### src/bcc_consts.svh
`ifndef BCC_CONSTS_SVH
`define BCC_CONSTS_SVH
// identifier field values
`define BCC_ID_BOARD 8'hff
`define BCC_ID_PASS_MAX 8'h0f
// board-control command codes
`define BCC_OP_START 8'h01
`define BCC_OP_STOP 8'h02
`define BCC_OP_IDENTIFY 8'h05
`define BCC_OP_STATS 8'h06
`define BCC_OP_GEN_OPT 8'h07
`define BCC_OP_UNIT_OPT 8'h08
`define BCC_OP_DIAG 8'h09
`define BCC_OP_TGT_EN 8'h0a
`define BCC_OP_TGT_DIS 8'h0b
`define BCC_OP_ABORT 8'h0d
`define BCC_OP_HARD_RST 8'h10
`define BCC_OP_BRD_INFO 8'h15
`define BCC_OP_EXT_STATS 8'h16
`define BCC_OP_EXT_UNIT 8'h18
// error codes
`define BCC_ERR_NONE 8'h00
`define BCC_ERR_LIST_STATE 8'h11
`define BCC_ERR_BAD_CODE 8'h20
`define BCC_ERR_BAD_ID 8'h21
`define BCC_ERR_BAD_INT 8'h22
// completion flags byte
`define BCC_FLAG_DONE_BIT 7
`define BCC_FLAG_ERR_BIT 6
// interrupt field layout
`define BCC_INT_RSV_HI 15
`define BCC_INT_RSV_LO 11
`define BCC_INT_LVL_HI 10
`define BCC_INT_LVL_LO 8
`define BCC_INT_VEC_HI 7
`define BCC_INT_VEC_LO 0
`define BCC_LVL_OFF 3'h0
`endif

### src/bcc_pkg.sv
package bcc_pkg;
  typedef enum logic [2:0] {
    KIND_PASS, KIND_START, KIND_STOP, KIND_IDENTIFY, KIND_OTHER, KIND_BAD_CODE, KIND_BAD_ID
  } cmd_kind_t;
  typedef enum logic [1:0] {ST_IDLE, ST_DRAIN, ST_EXEC} ctl_state_t;
endpackage

### src/board_control_command_list_ctrl.sv
`timescale 1ns/1ps
`default_nettype none
`include "bcc_consts.svh"
module board_control_command_list_ctrl import bcc_pkg::*; #(
  parameter logic [7:0] FW_REV = 8'h01, // arbitrary firmware level
  parameter logic [7:0] ENG_REV = 8'h01 // arbitrary engineering level
) (
  input wire logic ref_clk, // system clock
  input wire logic reset_n, // synchronous reset
  input wire logic cmdValid, // parameter block offered
  output logic cmdReady, // block taken when valid
  input wire logic [31:0] cmdIdent, // command identifier
  input wire logic [7:0] cmdAdapterId, // identifier field
  input wire logic [7:0] cmdCode, // command code
  input wire logic [31:0] cmdListAddr, // word at 08H
  input wire logic [7:0] cmdAddrMod, // address modifier byte
  input wire logic [15:0] cmdIntField, // interrupt field
  output logic passStart, // pass-through handoff pulse
  output logic execStart, // other board command pulse
  output logic [7:0] execCode, // code for executor
  input wire logic execDone, // executor finished
  input wire logic [7:0] execErrCode, // executor error, 0 ok
  input wire logic listPending, // commands left in list
  output logic listRunning, // list operation active
  output logic listEnqOk, // list may take new entries
  output logic [31:0] listAddr, // list base address
  output logic [7:0] listAddrMod, // modifier for list access
  output logic statusValid, // status block pulse
  output logic [31:0] statusIdent, // echoed identifier
  output logic [7:0] statusFlags, // completion flags byte
  output logic [7:0] statusError, // error code byte
  output logic statusIdentify, // identify layout selected
  output logic [7:0] statusFwRev, // firmware revision
  output logic [7:0] statusEngRev, // engineering revision
  output logic [2:0] irqLevel, // requested level, 0 none
  input wire logic iackValid, // acknowledge cycle pulse
  input wire logic [2:0] iackLevel, // level being acknowledged
  output logic iackHit, // vector returned pulse
  output logic [7:0] interruptVectorByte // vector on acknowledge
);
  cmd_kind_t kind;
  ctl_state_t state_ff;
  logic running_ff, stopping_ff, irqPend_ff;
  logic [31:0] heldIdent_ff;
  logic [2:0] lvl_ff;
  logic [7:0] vec_ff;
  logic take, finish;
  logic [7:0] finErr;

  function automatic logic [7:0] mkFlags(input logic err);
    logic [7:0] f;
    f = 8'h00;
    f[`BCC_FLAG_DONE_BIT] = 1'b1;
    f[`BCC_FLAG_ERR_BIT] = err;
    return f; // other bits stay zero
  endfunction

  board_cmd_decode #(.CODE_W(8)) u_dec (
    .adapterId(cmdAdapterId),
    .cmdCode(cmdCode),
    .kind(kind)
  );

  // one block at a time; drain and exec waits hold off new blocks
  assign cmdReady = (state_ff == ST_IDLE);
  assign take = cmdValid && cmdReady;
  assign listRunning = running_ff;
  assign listEnqOk = running_ff && !stopping_ff;
  assign irqLevel = irqPend_ff ? lvl_ff : `BCC_LVL_OFF;

  // immediate completion of the taken block, or of a waited one
  always_comb begin
    finish = 1'b0;
    finErr = `BCC_ERR_NONE;
    if (take) begin
      unique case (kind)
        KIND_START: begin
          finish = 1'b1;
          if (running_ff) begin
            finErr = `BCC_ERR_LIST_STATE;
          end else if (cmdIntField[`BCC_INT_RSV_HI:`BCC_INT_RSV_LO] != 5'h0) begin
            finErr = `BCC_ERR_BAD_INT;
          end
        end
        KIND_STOP: begin
          finish = !running_ff;
          finErr = `BCC_ERR_LIST_STATE;
        end
        KIND_IDENTIFY: finish = 1'b1;
        KIND_BAD_CODE: begin
          finish = 1'b1;
          finErr = `BCC_ERR_BAD_CODE;
        end
        KIND_BAD_ID: begin
          finish = 1'b1;
          finErr = `BCC_ERR_BAD_ID;
        end
        KIND_PASS, KIND_OTHER: finish = 1'b0;
      endcase
    end else if (state_ff == ST_DRAIN) begin
      finish = !listPending;
    end else if (state_ff == ST_EXEC) begin
      finish = execDone;
      finErr = execErrCode;
    end
  end

  // sequencing of stop drains and delegated commands
  always_ff @(posedge ref_clk) begin
    if (!reset_n) begin
      state_ff <= ST_IDLE;
    end else if (take && kind == KIND_STOP && running_ff) begin
      state_ff <= ST_DRAIN;
    end else if (take && kind == KIND_OTHER) begin
      state_ff <= ST_EXEC;
    end else if (state_ff != ST_IDLE && finish) begin
      state_ff <= ST_IDLE;
    end
  end

  // list run state; stopping blocks the queue until drained
  always_ff @(posedge ref_clk) begin
    if (!reset_n) begin
      running_ff <= 1'b0;
      stopping_ff <= 1'b0;
    end else if (take && kind == KIND_START && finErr == `BCC_ERR_NONE) begin
      running_ff <= 1'b1;
    end else if (take && kind == KIND_STOP && running_ff) begin
      stopping_ff <= 1'b1;
    end else if (state_ff == ST_DRAIN && finish) begin
      running_ff <= 1'b0;
      stopping_ff <= 1'b0;
    end
  end

  // list location, modifier and interrupt setup captured on start
  always_ff @(posedge ref_clk) begin
    if (!reset_n) begin
      listAddr <= 32'h0000_0000;
      listAddrMod <= 8'h00;
      lvl_ff <= `BCC_LVL_OFF;
      vec_ff <= 8'h00;
    end else if (take && kind == KIND_START && finErr == `BCC_ERR_NONE) begin
      listAddr <= cmdListAddr;
      listAddrMod <= cmdAddrMod;
      lvl_ff <= cmdIntField[`BCC_INT_LVL_HI:`BCC_INT_LVL_LO];
      vec_ff <= cmdIntField[`BCC_INT_VEC_HI:`BCC_INT_VEC_LO];
    end
  end

  // identifier of a block whose status is deferred
  always_ff @(posedge ref_clk) begin
    if (!reset_n) begin
      heldIdent_ff <= 32'h0000_0000;
    end else if (take) begin
      heldIdent_ff <= cmdIdent;
    end
  end

  // handoff pulses
  always_ff @(posedge ref_clk) begin
    if (!reset_n) begin
      passStart <= 1'b0;
      execStart <= 1'b0;
      execCode <= 8'h00;
    end else begin
      passStart <= take && kind == KIND_PASS;
      execStart <= take && kind == KIND_OTHER;
      if (take) begin
        execCode <= cmdCode;
      end
    end
  end

  // status block, registered so every field lines up with the pulse
  always_ff @(posedge ref_clk) begin
    if (!reset_n) begin
      statusValid <= 1'b0;
      statusIdent <= 32'h0000_0000;
      statusFlags <= 8'h00;
      statusError <= 8'h00;
      statusIdentify <= 1'b0;
    end else begin
      statusValid <= finish;
      if (finish) begin
        statusIdent <= take ? cmdIdent : heldIdent_ff;
        statusFlags <= mkFlags(finErr != `BCC_ERR_NONE);
        statusError <= finErr;
        statusIdentify <= take && kind == KIND_IDENTIFY;
      end
    end
  end
  assign statusFwRev = FW_REV;
  assign statusEngRev = ENG_REV;

  // completion interrupt; a new completion beats a same-cycle acknowledge
  always_ff @(posedge ref_clk) begin
    if (!reset_n) begin
      irqPend_ff <= 1'b0;
    end else if (statusValid && lvl_ff != `BCC_LVL_OFF) begin
      irqPend_ff <= 1'b1;
    end else if (iackValid && iackLevel == lvl_ff) begin
      irqPend_ff <= 1'b0;
    end
  end

  // vector answer registered, one cycle after the acknowledge pulse
  always_ff @(posedge ref_clk) begin
    if (!reset_n) begin
      iackHit <= 1'b0;
      interruptVectorByte <= 8'h00;
    end else begin
      iackHit <= iackValid && irqPend_ff && iackLevel == lvl_ff;
      if (iackValid && irqPend_ff && iackLevel == lvl_ff) begin
        interruptVectorByte <= vec_ff;
      end
    end
  end
endmodule
`default_nettype wire

### src/board_cmd_decode.sv
`timescale 1ns/1ps
`default_nettype none
`include "bcc_consts.svh"
module board_cmd_decode import bcc_pkg::*; #(
  parameter int CODE_W = 8
) (
  input wire logic [CODE_W-1:0] adapterId, // identifier field
  input wire logic [CODE_W-1:0] cmdCode, // command code field
  output cmd_kind_t kind // classified command
);
  if (CODE_W != 8) begin : g_chk
    $error("board_cmd_decode: CODE_W must be 8");
  end

  // identifier picks pass-through or board control, code picks operation
  always_comb begin
    if (adapterId <= `BCC_ID_PASS_MAX) begin
      kind = KIND_PASS;
    end else if (adapterId != `BCC_ID_BOARD) begin
      kind = KIND_BAD_ID;
    end else begin
      unique case (cmdCode)
        `BCC_OP_START: kind = KIND_START;
        `BCC_OP_STOP: kind = KIND_STOP;
        `BCC_OP_IDENTIFY: kind = KIND_IDENTIFY;
        `BCC_OP_STATS, `BCC_OP_GEN_OPT, `BCC_OP_UNIT_OPT, `BCC_OP_DIAG,
        `BCC_OP_TGT_EN, `BCC_OP_TGT_DIS, `BCC_OP_ABORT, `BCC_OP_HARD_RST,
        `BCC_OP_BRD_INFO, `BCC_OP_EXT_STATS, `BCC_OP_EXT_UNIT: kind = KIND_OTHER;
        default: kind = KIND_BAD_CODE;
      endcase
    end
  end
endmodule
`default_nettype wire

### config.mk
export PLATFORM = sky130hd
export DESIGN_NAME = board_control_command_list_ctrl
export DESIGN_NICKNAME = d
export VERILOG_FILES = /design/src/bcc_pkg.sv /design/src/board_control_command_list_ctrl.sv /design/src/board_cmd_decode.sv
export VERILOG_INCLUDE_DIRS = /design/src /design/src/src
export SDC_FILE = /design/constraint.sdc
export NUM_CORES = 1
export LEC_CHECK = 0
export ABC_CLOCK_PERIOD_IN_PS = 8100
export BUFFER_PORTS_ARGS = -buffer_cell sky130_fd_sc_hd__buf_2
export CORE_ASPECT_RATIO = 0.75
export CORE_MARGIN = 3
export CORE_UTILIZATION = 35
export CTS_BUF_LIST = sky130_fd_sc_hd__clkbuf_8
export DETAILED_ROUTE_END_ITERATION = 10
export PLACE_DENSITY_LB_ADDON = 0.3
export REMOVE_ABC_BUFFERS = 1
export SYNTH_ARGS = -nofsm -noshare
export SYNTH_HDL_FRONTEND = slang
export SYNTH_SLANG_ARGS = --single-unit
export TNS_END_PERCENT = 20
### constraint.sdc
create_clock -name ref_clk -period 8.1 [get_ports ref_clk]
set_clock_uncertainty 0.15 [all_clocks]
set_input_delay 1.62 -clock ref_clk [delete_from_list [all_inputs] [get_ports ref_clk]]
set_output_delay 1.62 -clock ref_clk [all_outputs]
set_load 0.05 [all_outputs]
## Yosys cells after proc, flatten, opt, wreduce, memory -nomap -nowiden

Memories as Yosys holds them, arrays and structs flattened.
Cells that the tools add are included.
Widths: inputs -> output; s select.

- Order comparisons: 1
- Eq/ne operators: 11
- Muxes and demuxes: 24
- Bitwise operators: 2
- Reduce and logical (&&, ||, !) cells: 36

Operators with widths:

| cell | count |
|---|---|
| $mux 32 | 1 |
| $mux 8 | 3 |
| $pmux 6 s4 | 1 |
| $logic_and 1x1->1 | 15 |
| $mux 3 | 4 |
| $mux 6 | 2 |
| $mux 1 | 10 |
| $reduce_bool 2->1 | 5 |
| $eq 3x3->1 const B | 3 |
| $le 8x4->1 const B | 1 |
| $logic_not 8->1 | 1 |
| $ne 8x8->1 const B | 1 |
| $reduce_bool 8->1 | 1 |
| $eq 3x2->1 const B | 2 |
| $logic_not 3->1 | 2 |
| $reduce_bool 3->1 | 2 |
| $reduce_bool 5->1 | 1 |
| $mux 2 | 2 |
| $reduce_and 2->1 | 2 |
| $reduce_or 2->1 | 2 |
| $reduce_or 4->1 | 1 |
| $eq 3x1->1 const B | 1 |
| $eq 3x3->1 | 1 |
| $logic_not 1->1 | 3 |
| other kinds (6) | 7 |

- Flip-flop bits (word level): 151
- Memory bits (read-only): 96
- Input port bits: 121
- Output and inout bits: 131
- Logic and storage cells: 95
- Memories: 1

Memory list:

| memory | words | bits a word | rd ports | clocked after Yosys merged registers in | wr ports | line | RTL |
|---|---|---|---|---|---|---|---|
| (no name shown) | 32 | 3 | 1 | 0 | 0 | board_cmd_decode.sv:22 | `unique case (cmdCode)` |

## Depth between registers and ports, before layout

Gate-level depths: netlist of run 1.

- Depth in word-level cells: 12
- Mapped depth: 15

## Cells and area by module

Synthesis of run 1 repeated with hierarchy kept, for this count alone.

- Cell total of the unflattened synthesis: 665
- Area, all modules: 6,238.5 um^2

By module, submodules not included:

| module | instances | cells an instance | area an instance (um^2) |
|---|---|---|---|
| board_control_command_list_ctrl | 1 | 638 | 6,053.3 |
| board_cmd_decode | 1 | 27 | 185.2 |

## Least setup slack after synthesis of run 1

No wires, ideal clock.

- Kind: input to register
- Start point: input port cmdCode[0]
- End point: register running_ff (netlist: listRunning)
- Library setup time: 115 ps
- Arrival time: 4,113 ps
- Required time: 7,835 ps
- Slack: 3,722 ps
- Stages: 14
- Buffers on the path: 2
- Cell sequence: inv_1 -> ha_1 -> nand3b_1 -> nand3_1 -> o211ai_1 -> and2_1 -> ha_1 -> or4bb_1 -> a21oi_1 -> nor4b_1 -> o2111a_1 -> buf_6 -> buf_6 -> o21a_1

- Cells in the longest elaborated chain, start to end: 11

RTL lines:

| what | line | RTL |
|---|---|---|
| start, declared | board_control_command_list_ctrl.sv:14 | `input wire logic [7:0] cmdCode,` |
| $mem_v2 32x3 * | -- |  |
| $mux 3 * | board_cmd_decode.sv:22 |  |
| $mux 3 * | board_cmd_decode.sv:19 | `` end else if (adapterId != `BCC_ID_BOARD) begin `` |
| $mux 3 * | board_cmd_decode.sv:17 | `` if (adapterId <= `BCC_ID_PASS_MAX) begin `` |
| $eq 3x3->1, or another cell as far along | board_control_command_list_ctrl.sv:76 | `unique case (kind)` |
| $pmux 6 s4, or another cell as far along | board_control_command_list_ctrl.sv:76 |  |
| $mux 8 / $pmux 1 s3 (equally long branches) | board_control_command_list_ctrl.sv:75, board_control_command_list_ctrl.sv:76 |  |
| $logic_not 8->1 (no source line) / $mux 1 (equally long branches) | -- |  |
| $logic_and 1x1->1, on equally long branches | -- |  |
| $ne 2x1->1 (no source line) / $reduce_bool 2->1 (equally long branches) | -- |  |
| $reduce_and 2->1 (no source line) | -- |  |
| end signal, assigned | board_control_command_list_ctrl.sv:124 | `running_ff <= 1'b0;` |
| end signal, assigned | board_control_command_list_ctrl.sv:127 | `running_ff <= 1'b1;` |
| end signal, assigned | board_control_command_list_ctrl.sv:131 | `running_ff <= 1'b0;` |
| end, declared | board_control_command_list_ctrl.sv:43 | `logic running_ff, stopping_ff, irqPend_ff;` |

Every way passes the cells marked *; elsewhere a longest branch is shown, timed or not.
A chain may end at the register's enable or synchronous reset.

## Final worst setup path of run 1

- Start point: input port cmdAdapterId[4]
- End point: register vec_ff[3]

- Cells in the longest elaborated chain, start to end: 8

RTL lines:

| what | line | RTL |
|---|---|---|
| start, declared | board_control_command_list_ctrl.sv:13 | `input wire logic [7:0] cmdAdapterId,` |
| parallel branches: the longest is 2 deep, another holds $le 8x4->1 | -- |  |
| $mux 3 * | board_cmd_decode.sv:17 |  |
| $eq 3x3->1, or another cell as far along | board_control_command_list_ctrl.sv:76 |  |
| $pmux 6 s4 | board_control_command_list_ctrl.sv:76 |  |
| $mux 8 | board_control_command_list_ctrl.sv:75 | `if (take) begin` |
| $logic_not 8->1 (no source line) | -- |  |
| $logic_and 1x1->1 (no source line) * | -- |  |
| end signal, assigned | board_control_command_list_ctrl.sv:147 | `` vec_ff <= cmdIntField[`BCC_INT_VEC_HI:`BCC_INT_VEC_LO]; `` |
| end, declared | board_control_command_list_ctrl.sv:46 | `logic [7:0] vec_ff;` |

Every way passes the cells marked *.

==> qor.tcl, run 1 <==
set qor(synthesis.yosys.warnings) 0
set qor(dpl_cell_area_sq_um) 8020
set qor(cts-root-to-sink-buffers) 2
set qor(post_synth_instance_area_sq_um) 6900
set qor(result_of_the_run) {completed}
set qor(crit_path_start_kind) {input pin}
set qor(setup_tns_ns) 0
set qor(share_of_async_settable_or_async_resettable_flops_after_synthesis) 0
set qor(dieArea_sq_um) 21500
set qor(worst_skew_pair_latency_ns) 0.45
set qor(fin_hold_ws_ns) 0.308
set qor(remaining_drc_errors) 0
set qor(route.final.wire_length_um) 18800
set qor(worstSetupEndpointType) {register}
set qor(dp_hpwl_um) 12500
set qor(synth_edf_count) 0
set qor(post-synth-top-count-cell) {sky130_fd_sc_hd__nand2_1}
set qor(synth_ff_type) {sky130_fd_sc_hd__dfxtp_1}
set qor(synth_sequential_area_ratio) 0.438
set qor(grt_start_max_net_pins) 95
set qor(drtAntennaViolNets) 0
set qor(multi_input_area_sq_um) 3440
set qor(via_per_inst) 4.99
set qor(antenna_cells_inserted) 0
set qor(synth_area_leader_cell) {sky130_fd_sc_hd__dfxtp_1}
set qor(ctsHoldBuffers) 0
set qor(synth.lib_cells_used.distinct) 56
set qor(core.rowCount) 43
set qor(netlist_top_cells_count) {sky130_fd_sc_hd__nand2_1 (192), sky130_fd_sc_hd__dfxtp_1 (151), sky130_fd_sc_hd__mux2i_1 (61)}
set qor(synth_area_leaders) {sky130_fd_sc_hd__dfxtp_1 (44%), sky130_fd_sc_hd__nand2_1 (10%), sky130_fd_sc_hd__mux2i_1 (8.9%), sky130_fd_sc_hd__a2111oi_2 (6.3%), sky130_fd_sc_hd__a21oi_1 (3.8%)}
set qor(number_of_max_cap_violations) 0
set qor(cts_tree) {built}
set qor(power_mw) 1.69
set qor(setup_violations) 0
set qor(timing.fmax_mhz) 212
set qor(rsz0062_at_grt) {no}
set qor(final.period_utilization) 0.582
set qor(drive_above_1_share) 0.346
set qor(clock_tree.root_cell) {sky130_fd_sc_hd__clkbuf_8}
set qor(detail_route.first_pass.iterations) 4
set qor(layout.core_utilization) 0.448
set qor(first_global_vias) 5699
set qor(timing.final.hold_violations) 0
set qor(gp_congestion) 0.787
set qor(design.core.area_sq_um) 18900
set qor(floorplan.initialDensity) 0.365
set qor(area_growth_syn_to_layout_pct) 22.5
set qor(worst_ep_required_time_ns) 8.32
set qor(cts_repair_resize_count) 0
set qor(ctsHtreeMaxLevel) 4
set qor(grtUsageTotal) 0.170
set qor(numCtsBuffers) 17
set qor(syn_area_per_cell_sq_um) 9.36
set qor(grt_first_pass_wirelength_um) 29800
set qor(worst_max_slew_pin_slew_ns) 1.07
set qor(postSynthCellCount) 737
set qor(kind_of_critical_path) {in -> reg}
set qor(drt-wirelength-per-cell_um) 15.9
set qor(final.fill_count) 1897
set qor(floorplan.die.width_um) 168
set qor(cts_num_sinks) 151
set qor(slew_violations) 0
set qor(clk_pin_slew_ns) 0.08
set qor(timing.max_slew.rel_slack) 0.286
set qor(arrival_ns) 4.93
set qor(post-synth-top-area-fraction) 0.438
set qor(final_cell_area_sq_um) 8450
set qor(gr-total-overflow) 0
set qor(crit_fanout) 53
set qor(finalCriticalPeriod_ns) 4.72
set qor(ios) 252
set qor(drt_first_iter_violations) 378
set qor(numPortBuffers) 229
set qor(timing.hold.worst.class) {reg -> reg}
set qor(postCtsSetupRepairBufs) 0
set qor(static-leakage-power_nw) 3.54
set qor(antenna_found_initial) 2
set qor(synth.ff_latch_count) 151
set qor(worst_ir_drop_vdd_v) 0.000105
set qor(route.vias.total) 5920
set qor(power.density_cell_area_nw_per_um2) 200
set qor(final_net_count) 1056
set qor(sequential_cell_area_sq_um) 3020
set qor(dieHeight_um) 128
path summary, 6_finish.rpt:
path | start | to | slack, ns | cells after the start
max | cmdAdapterId[4] | vec_ff[3]$_SDFFE_PN0P_ | 3.38 | 10
min | vec_ff[1]$_SDFFE_PN0P_ | vec_ff[1]$_SDFFE_PN0P_ | 0.31 | 2
max reg2reg | state_ff[0]$_SDFFE_PN0P_ | vec_ff[3]$_SDFFE_PN0P_ | 4.96 | 6
min reg2reg | vec_ff[1]$_SDFFE_PN0P_ | vec_ff[1]$_SDFFE_PN0P_ | 0.31 | 2
worst max-delay path, stage by stage:
cell,delay (ns)
sky130_fd_sc_hd__buf_2,0.11
sky130_fd_sc_hd__or4_1,0.70
sky130_fd_sc_hd__nand2_1,0.21
sky130_fd_sc_hd__inv_1,0.08
sky130_fd_sc_hd__ha_1,0.27
sky130_fd_sc_hd__a21oi_1,0.28
sky130_fd_sc_hd__nor4_4,0.06
sky130_fd_sc_hd__nor4b_1,0.39
sky130_fd_sc_hd__o2111a_4,0.89
sky130_fd_sc_hd__mux2i_1,0.27
sequential cells by signal, summed over array words and instances (netlist names), 2 cells and up:
| name | cells |
|---|---|
| listAddr | 32 |
| statusIdent | 32 |
| statusError | 8 |
| statusFlags | 2 |
| execCode | 8 |
| listAddrMod | 8 |
| state_ff | 2 |
| lvl_ff | 3 |
| vec_ff | 8 |
| heldIdent_ff | 32 |
| interruptVectorByte | 8 |
metal layers:
| layer | part of all wire | global-route usage | up-vias |
|---|---|---|---|
| met5 | 0.0014 | 0 | - |
| met4 | 0.0070 | 0.0443 | 4 |
| met3 | 0.085 | 0.0582 | 13 |
| met2 | 0.43 | 0.257 | 206 |
| met1 | 0.47 | 0.234 | 2724 |
| li1 | - | - | 2973 |
kinds of logic after synthesis:
family / Yosys count / synth area share
AND/OR/NAND/NOR: 255 / 0.161
other: 2 / 0.00109
multiplexers: 61 / 0.0885
flip-flops: 151 / 0.438
buffers and inverters: 94 / 0.0811
XOR/XNOR: 3 / 0.00381
AO/OA/AOI/OAI: 163 / 0.212
adder cells (fa/ha/maj): 8 / 0.0145
area by class of cell:
cell class / instances / area share
clock buffers: 18 / 0.0293
clock inverters: 14 / 0.0221
inverters: 6 / 0.00281
multi-input cells: 512 / 0.407
flip-flops and latches: 151 / 0.358
well taps: 247 / 0.0366
repair buffers: 239 / 0.145
where the power goes:
part           total [mW]  switching, mW  leakage (nW)  internal [mW]
clock network       0.641          0.317         0.219          0.323
logic               0.266          0.191          2.08         0.0753
registers           0.784         0.0142          1.23          0.770
total                1.69          0.523          3.54           1.17
cell usage in the layout (no fill, tap or decap), drive strengths merged, types with 13 or more instances in the layout:
cell type  count
buf          239
clkbuf        18
inv           13
nand2        192
a311oi        34
nor2          18
a21oi         53
mux2i         61
conb          22
dfxtp        151
a2111oi       37
through the flow:
step           std cells  worst slack [ns]
2_1_floorplan        669             0.537
3_3_place_gp        1155              3.03
3_5_place_dp        1155              2.96
4_1_cts             1187              3.42
5_1_grt             1187              3.15
6_report            1187              3.38
(Power assumes the default switching activity.)
==> run 2: changes to the inputs <==
--- a/config.mk
+++ b/config.mk
@@ -6,7 +6,7 @@
 export SDC_FILE = /design/constraint.sdc
 export NUM_CORES = 1
 export LEC_CHECK = 0
-export ABC_CLOCK_PERIOD_IN_PS = 8100
+export ABC_CLOCK_PERIOD_IN_PS = 4900
 export BUFFER_PORTS_ARGS = -buffer_cell sky130_fd_sc_hd__buf_2
 export CORE_ASPECT_RATIO = 0.75
 export CORE_MARGIN = 3
==> constraint.sdc (replaced) <==
create_clock -name ref_clk -period 4.9 [get_ports ref_clk]
set_clock_uncertainty 0.15 [all_clocks]
set_input_delay 0.98 -clock ref_clk [delete_from_list [all_inputs] [get_ports ref_clk]]
set_output_delay 0.98 -clock ref_clk [all_outputs]
set_load 0.05 [all_outputs]
==> qor.tcl, run 2 (synthesized netlist as in run 1, its figures left out) <==
set qor(drt_first_iter_violations) 313 ;# -17%
set qor(power_mw) 2.80 ;# +66%
set qor(finalCriticalPeriod_ns) 3.74
set qor(endpoint_worst_hold) {execCode[1]$_SDFFE_PN0P_}
set qor(switchingPower_mw) 0.879 ;# +68%
set qor(numCtsBuffers) 17 ;# unchanged
set qor(remaining_drc_errors) 0 ;# unchanged
set qor(startpoint) {cmdAdapterId[4]}
set qor(area_growth_syn_to_layout_pct) 23.3
set qor(dieHeight_um) 128 ;# unchanged
set qor(antenna_found_initial) 1 ;# -1
set qor(crit_path_cell_chain) {buf_2 -> or4_1 -> nand2_1 -> inv_1 -> ha_1 -> a21oi_1 -> nor4_4 -> nor4b_1 -> o2111a_4 -> buf_12 -> mux2i_1}
set qor(floorplan.initialDensity) 0.365 ;# unchanged
set qor(combinationalPowerShare) 0.157 ;# about the same
set qor(slew_violations) 0 ;# unchanged
set qor(kind_of_critical_path) {in -> reg}
set qor(fin_hold_ws_ns) 0.304 ;# -0.00370 ns
set qor(final_cell_area_sq_um) 8510 ;# +0.65%
set qor(r2r_end) {statusIdent[29]$_SDFFE_PN0N_}
set qor(dieArea_sq_um) 21500 ;# unchanged
set qor(timing.critical_path.slowest_cell_delay_ns) 0.70 ;# -0.19 ns
set qor(r2r_setup_slack_ns) 1.74 ;# -3.22 ns
set qor(crit_path_start_kind) {input pin}
set qor(met1_length_um) 8660 ;# -2.8%
set qor(design.core.area_sq_um) 18900 ;# unchanged
set qor(ios) 252 ;# unchanged
set qor(route.met3.wl_um) 1470 ;# -8.7%
set qor(postCtsSetupRepairBufs) 0 ;# unchanged
set qor(worstSetupEndpointType) {register}
set qor(cts_repair_resize_count) 0 ;# unchanged
set qor(timing.fmax_mhz) 267
set qor(dpl_cell_area_sq_um) 8060 ;# +0.56%
set qor(gr-total-overflow) 0 ;# unchanged
set qor(reg2reg_from) {state_ff[0]$_SDFFE_PN0P_}
set qor(final.period_utilization) 0.764
set qor(number_of_max_cap_violations) 0 ;# unchanged
set qor(via_per_inst) 5.01 ;# +0.52%
set qor(power.density_cell_area_nw_per_um2) 330 ;# +65%
set qor(timing.max_slew.rel_slack) 0.309 ;# +0.0227
set qor(worst_ir_drop_vdd_v) 0.000185 ;# +76%
set qor(timing.final.hold_violations) 0 ;# unchanged
set qor(cts-root-to-sink-buffers) 2 ;# unchanged
set qor(p_sw_frac) 0.313 ;# +0.00427
set qor(met2_wirelength_um) 8220 ;# +0.87%
set qor(arrival_ns) 3.98 ;# -0.95 ns
set qor(timing.hold.worst.class) {reg -> reg}
set qor(reg2reg_depth) 6 ;# unchanged
set qor(static-leakage-power_nw) 3.55 ;# +0.39%
set qor(numPortBuffers) 229 ;# unchanged
set qor(share_clk_of_total_power) 0.381 ;# +0.002
set qor(route.vias.total) 5956 ;# +0.61%
set qor(route.final.wire_length_um) 18600 ;# -1.3%
set qor(ctsHoldBuffers) 0 ;# unchanged
set qor(final_net_count) 1057 ;# +0.095%
set qor(crit_fanout) 53 ;# unchanged
set qor(floorplan.die.width_um) 168 ;# unchanged
set qor(worst_max_slew_pin_slew_ns) 1.04 ;# -0.0341 ns
set qor(cts_num_sinks) 151 ;# unchanged
set qor(rsz0062_at_grt) {no}
set qor(most_common_cell_after_layout_fill_and_taps_aside) {sky130_fd_sc_hd__buf_2}
set qor(grt_start_max_net_pins) 109 ;# +15%
set qor(drt-wirelength-per-cell_um) 15.6 ;# -1.4%
set qor(drtAntennaViolNets) 0 ;# unchanged
set qor(grt_first_pass_wirelength_um) 29400 ;# -1.4%
set qor(sequentialPowerShare) 0.463 ;# about the same
set qor(worst_ep_required_time_ns) 5.13 ;# -3.19 ns
set qor(dp_hpwl_um) 12700 ;# +1.5%
set qor(critical_path_buf_inv_count) 3 ;# +1
set qor(detail_route.first_pass.iterations) 4 ;# unchanged
set qor(number_of_stages_on_the_worst_hold_path) 2 ;# unchanged
set qor(core.rowCount) 43 ;# unchanged
set qor(gp_congestion) 0.810 ;# +3.0%
set qor(min_from) {execCode[1]$_SDFFE_PN0P_}
set qor(highest-signal-layer) {met5}
set qor(cts_tree) {built}
set qor(drive_above_1_share) 0.346 ;# +0.000695
set qor(result_of_the_run) {completed}
set qor(timing.critical_path.max_delay_family) {simple AND/OR/NAND/NOR gates}
set qor(largestRegisters) {heldIdent_ff x32, listAddr x32, statusIdent x32}
set qor(most_frequent_cells_in_the_layout) {sky130_fd_sc_hd__buf_2 (228), sky130_fd_sc_hd__nand2_1 (192), sky130_fd_sc_hd__dfxtp_1 (151)}
set qor(clk_pin_slew_ns) 0.09 ;# about the same
set qor(final.fill_count) 1862 ;# -1.8%
set qor(worst_path_max_delay_cell) {sky130_fd_sc_hd__or4_1}
set qor(antenna_cells_inserted) 0 ;# unchanged
set qor(clock_tree.root_cell) {sky130_fd_sc_hd__clkbuf_8}
set qor(grtUsageTotal) 0.169 ;# -0.00125
set qor(ctsHtreeMaxLevel) 4 ;# unchanged
set qor(first_global_vias) 5579 ;# -2.1%
set qor(setup_violations) 0 ;# unchanged
set qor(worst_skew_pair_latency_ns) 0.45 ;# about the same
set qor(intPower_mw) 1.93 ;# +65%
[run 2: metrics by stage]
stage                     setup TNS (ns)  instances  worst slack (ns)   util
after global placement                 0       1156             0.788  0.427
final                                  0       1188              1.16  0.450
after global routing                   0       1188             0.924  0.450
after floorplan                  -143.72        669             -2.02      -
after CTS                              0       1188              1.22  0.450
after detailed placement               0       1156             0.744  0.427
[run 2: worst max path at each step]
| stage | to | slack (ns) | cells past startpoint |
|---|---|---|---|
| floorplan | statusIdent[23]$_SDFFE_PN0N_ | -2.02 | 5 |
| global placement | statusIdent[26]$_SDFFE_PN0N_ | 0.79 | 15 |
| detailed placement | listAddr[27]$_SDFFE_PN0P_ | 0.74 | 11 |
| CTS | statusIdent[29]$_SDFFE_PN0N_ | 1.22 | 15 |
| global route | statusIdent[23]$_SDFFE_PN0N_ | 0.92 | 15 |
| finish | listAddrMod[0]$_SDFFE_PN0P_ | 1.16 | 11 |
[run 2: power groups by stage]
| stage | clock, mW | sequential (mW) | combinational, mW |
|---|---|---|---|
| final | 1.07 | 1.30 | 0.440 |
| after global routing | 1.16 | 1.30 | 0.473 |
| after CTS | 1.11 | 1.30 | 0.442 |
| after detailed placement | 0 | 1.33 | 0.441 |
| after global placement | 0 | 1.33 | 0.439 |
| after floorplan | 0 | 1.43 | 0.186 |
[run 2: worst register-to-register path: stages (launching register included)]
cell	delay [ns]
sky130_fd_sc_hd__dfxtp_1	0.56
sky130_fd_sc_hd__or3b_1	0.48
sky130_fd_sc_hd__o21a_1	0.35
sky130_fd_sc_hd__nor2_4	0.64
sky130_fd_sc_hd__buf_4	0.45
sky130_fd_sc_hd__a2111oi_0	0.15
sky130_fd_sc_hd__a311oi_1	0.30
[run 2: routing by layer]
metal / GRT usage / vias up
met5: 0 / -
met4: 0.0438 / 2
met3: 0.0578 / 17
met2: 0.256 / 191
met1: 0.232 / 2763
li1: - / 2983
[run 2: final cells by class]
class                   count  area, sq um  share of cell area
multi-input cells         512         3440               0.404
repair buffers            240         1270               0.149
flip-flops and latches    151         3020               0.355
inverters                   6         23.8             0.00279
clock buffers              17          234              0.0275
clock inverters            15          210              0.0247
well taps                 247          309              0.0363
==> run 3: changes to the inputs <==
--- a/config.mk
+++ b/config.mk
@@ -6,7 +6,7 @@
 export SDC_FILE = /design/constraint.sdc
 export NUM_CORES = 1
 export LEC_CHECK = 0
-export ABC_CLOCK_PERIOD_IN_PS = 4900
+export ABC_CLOCK_PERIOD_IN_PS = 3100
 export BUFFER_PORTS_ARGS = -buffer_cell sky130_fd_sc_hd__buf_2
 export CORE_ASPECT_RATIO = 0.75
 export CORE_MARGIN = 3
==> constraint.sdc (replaced) <==
create_clock -name ref_clk -period 3.1 [get_ports ref_clk]
set_clock_uncertainty 0.15 [all_clocks]
set_input_delay 0.62 -clock ref_clk [delete_from_list [all_inputs] [get_ports ref_clk]]
set_output_delay 0.62 -clock ref_clk [all_outputs]
set_load 0.05 [all_outputs]
==> qor.tcl, run 3 (synthesized netlist as in run 1, its figures left out) <==
set qor(kind_of_critical_path) {in -> reg}
set qor(timing.fmax_mhz) 331
set qor(final_cell_area_sq_um) 8930 ;# +5.0%
set qor(drive_above_1_share) 0.380 ;# +0.0333
set qor(number_of_max_cap_violations) 0 ;# unchanged
set qor(route.vias.total) 6093 ;# +2.3%
set qor(clk_pin_slew_ns) 0.10 ;# about the same
set qor(arrival_ns) 3.22 ;# -0.76 ns
set qor(antenna_found_initial) 1 ;# unchanged
set qor(timing.critical_path.depth) 14 ;# +3
set qor(grt_first_pass_wirelength_um) 30100 ;# +2.3%
set qor(rsz0062_at_grt) {yes}
set qor(postCtsSetupRepairBufs) 0 ;# unchanged
set qor(setup_violations) 0 ;# unchanged
set qor(result_of_the_run) {completed}
set qor(reg2reg_depth) 6 ;# unchanged
set qor(crit_path_cell_chain) {buf_2 -> inv_1 -> ha_1 -> nand3b_1 -> nand3_1 -> o211ai_1 -> and2_1 -> ha_1 -> or4bb_1 -> a21oi_2 -> nor4b_2 -> o2111a_4 -> buf_12 -> o21a_1}
set qor(startpoint) {cmdCode[1]}
set qor(core.rowCount) 43 ;# unchanged
set qor(cts_num_sinks) 151 ;# unchanged
set qor(timing.final.hold_violations) 0 ;# unchanged
set qor(finalCriticalPeriod_ns) 3.02
set qor(gr-total-overflow) 0 ;# unchanged
set qor(drtAntennaViolNets) 0 ;# unchanged
set qor(ctsHtreeMaxLevel) 4 ;# unchanged
set qor(remaining_drc_errors) 0 ;# unchanged
set qor(grt_start_max_net_pins) 96 ;# -12%
set qor(crit_path_frequent_cell) {sky130_fd_sc_hd__ha_1}
set qor(timing.critical_path.slowest_cell_delay_ns) 0.50 ;# -0.20 ns
set qor(clock_tree.root_cell) {sky130_fd_sc_hd__clkbuf_8}
set qor(final.fill_count) 1823 ;# -2.1%
set qor(critical_path.endpoint) {listRunning$_SDFFE_PN0P_}
set qor(cts_tree) {built}
set qor(placed_cells_incl_taps) 1200 ;# +3.8%
set qor(dieHeight_um) 128 ;# unchanged
set qor(instances_no_fill) 1233 ;# +3.8%
set qor(drt-wirelength-per-cell_um) 15.6 ;# -0.26%
set qor(floorplan.initialDensity) 0.365 ;# unchanged
set qor(via_per_inst) 4.94 ;# -1.4%
set qor(worst_max_slew_pin_slew_ns) 0.609 ;# -0.428 ns
set qor(detail_route.first_pass.iterations) 4 ;# unchanged
set qor(static-leakage-power_nw) 3.80 ;# +7.0%
set qor(most_frequent_cells_in_the_layout) {sky130_fd_sc_hd__buf_2 (228), sky130_fd_sc_hd__nand2_1 (192), sky130_fd_sc_hd__dfxtp_1 (151)}
set qor(worst_ep_required_time_ns) 3.29 ;# -1.84 ns
set qor(drt_first_iter_violations) 311 ;# -0.64%
set qor(sequential_cell_area_sq_um) 3020 ;# unchanged
set qor(critical_path_buf_inv_count) 3 ;# unchanged
set qor(crit_fanout) 15 ;# -72%
set qor(timing.critical_path.max_delay_family) {simple AND/OR/NAND/NOR gates}
set qor(r2r_setup_slack_ns) 0.54 ;# -1.20 ns
set qor(worst_ir_drop_vdd_v) 0.000252 ;# +36%
set qor(timing.max_slew.rel_slack) 0.592 ;# +0.283
set qor(r2r_end) {statusError[0]$_SDFFE_PN0N_}
set qor(design.core.area_sq_um) 18900 ;# unchanged
set qor(setup_tns_ns) 0 ;# unchanged
set qor(area_growth_syn_to_layout_pct) 29.5
set qor(worstSetupEndpointType) {register}
set qor(power.density_cell_area_nw_per_um2) 499 ;# +51%
set qor(grtUsageTotal) 0.173 ;# +0.00353
set qor(reg2reg_from) {state_ff[1]$_SDFFE_PP0P_}
set qor(largestRegisters) {heldIdent_ff x32, listAddr x32, statusIdent x32}
set qor(worst_path_max_delay_cell) {sky130_fd_sc_hd__or4bb_1}
set qor(route.final.wire_length_um) 19200 ;# +3.5%
set qor(multi_input_area_sq_um) 3470 ;# +0.80%
set qor(dp_hpwl_um) 13500 ;# +6.4%
set qor(final_net_count) 1101 ;# +4.2%
set qor(gp_congestion) 0.853 ;# +5.2%
set qor(floorplan.die.width_um) 168 ;# unchanged
set qor(layout.core_utilization) 0.473 ;# +0.0225
set qor(slew_violations) 0 ;# unchanged
set qor(numPortBuffers) 229 ;# unchanged
set qor(worst_skew_pair_latency_ns) 0.46 ;# about the same
set qor(most_common_cell_after_layout_fill_and_taps_aside) {sky130_fd_sc_hd__buf_2}
set qor(cts-root-to-sink-buffers) 2 ;# unchanged
set qor(numCtsBuffers) 17 ;# unchanged
set qor(final.period_utilization) 0.975
set qor(first_global_vias) 5809 ;# +4.1%
set qor(timing.hold.worst.class) {in -> reg}
set qor(dieArea_sq_um) 21500 ;# unchanged
set qor(crit_path_start_kind) {input pin}
set qor(ios) 252 ;# unchanged
set qor(dpl_cell_area_sq_um) 8470 ;# +5.0%
==> run 3: what timing repair did <==
action	CTS	global route
hold buffers	0	0
resized for setup	0	5
endpoints found under the hold margin	0	0
endpoints found under the setup margin	0	53
==> run 3: layout make-up <==
cell class              instances  area share
diodes                          1    0.000280
repair buffers                284       0.187
multi-input cells             512       0.388
flip-flops and latches        151       0.338
clock buffers                  18      0.0277
well taps                     247      0.0346
inverters                       6     0.00266
clock inverters                14      0.0207
==> run 3: per-layer routing <==
metal	routed length, um	vias up	track usage	part of all wire
met2	8420	187	0.264	0.44
li1	-	3071	-	-
met1	9140	2820	0.239	0.48
met3	1500	13	0.0513	0.078
met5	14	-	0	0.00073
met4	153	2	0.0462	0.0080
==> run 3: tightest hold or removal path: cells and delay by family <==
family	cells	cell delay (ns)
and+or+nand+nor	1	0.04
muxes	1	0.05
buffers and inverters	1	0.10
==> run 3: report_power, final <==
group	switching, mW	leakage (nW)	internal (mW)	total (mW)
Sequential	0.0370	1.23	2.01	2.05
Clock	0.825	0.220	0.841	1.67
Combinational	0.509	2.35	0.230	0.739
==> run 3: worst min path at each step <==
stage / start / endpoint / slack (ns) / cells past startpoint
after floorplan: vec_ff[0]$_SDFFE_PN0P_ / vec_ff[0]$_SDFFE_PN0P_ / 0.28 / 2
after global placement: execCode[3]$_SDFFE_PN0P_ / execCode[3]$_SDFFE_PN0P_ / 0.29 / 2
after detailed placement: listAddrMod[4]$_SDFFE_PN0P_ / listAddrMod[4]$_SDFFE_PN0P_ / 0.29 / 2
after CTS: cmdIntField[5] / vec_ff[5]$_SDFFE_PN0P_ / 0.20 / 3
after global routing: cmdIntField[5] / vec_ff[5]$_SDFFE_PN0P_ / 0.20 / 3
final: cmdListAddr[13] / listAddr[13]$_SDFFE_PN0P_ / 0.24 / 3
==> run 3: through the flow <==
step,hold WS (ns),worst slack (ns),power (mW)
after floorplan,0.284,-3.46,2.56
after global placement,0.289,-0.411,2.83
after detailed placement,0.295,-0.440,2.83
after CTS,0.202,0.0227,4.50
after global routing,0.205,-0.0485,4.65
final,0.237,0.0763,4.45
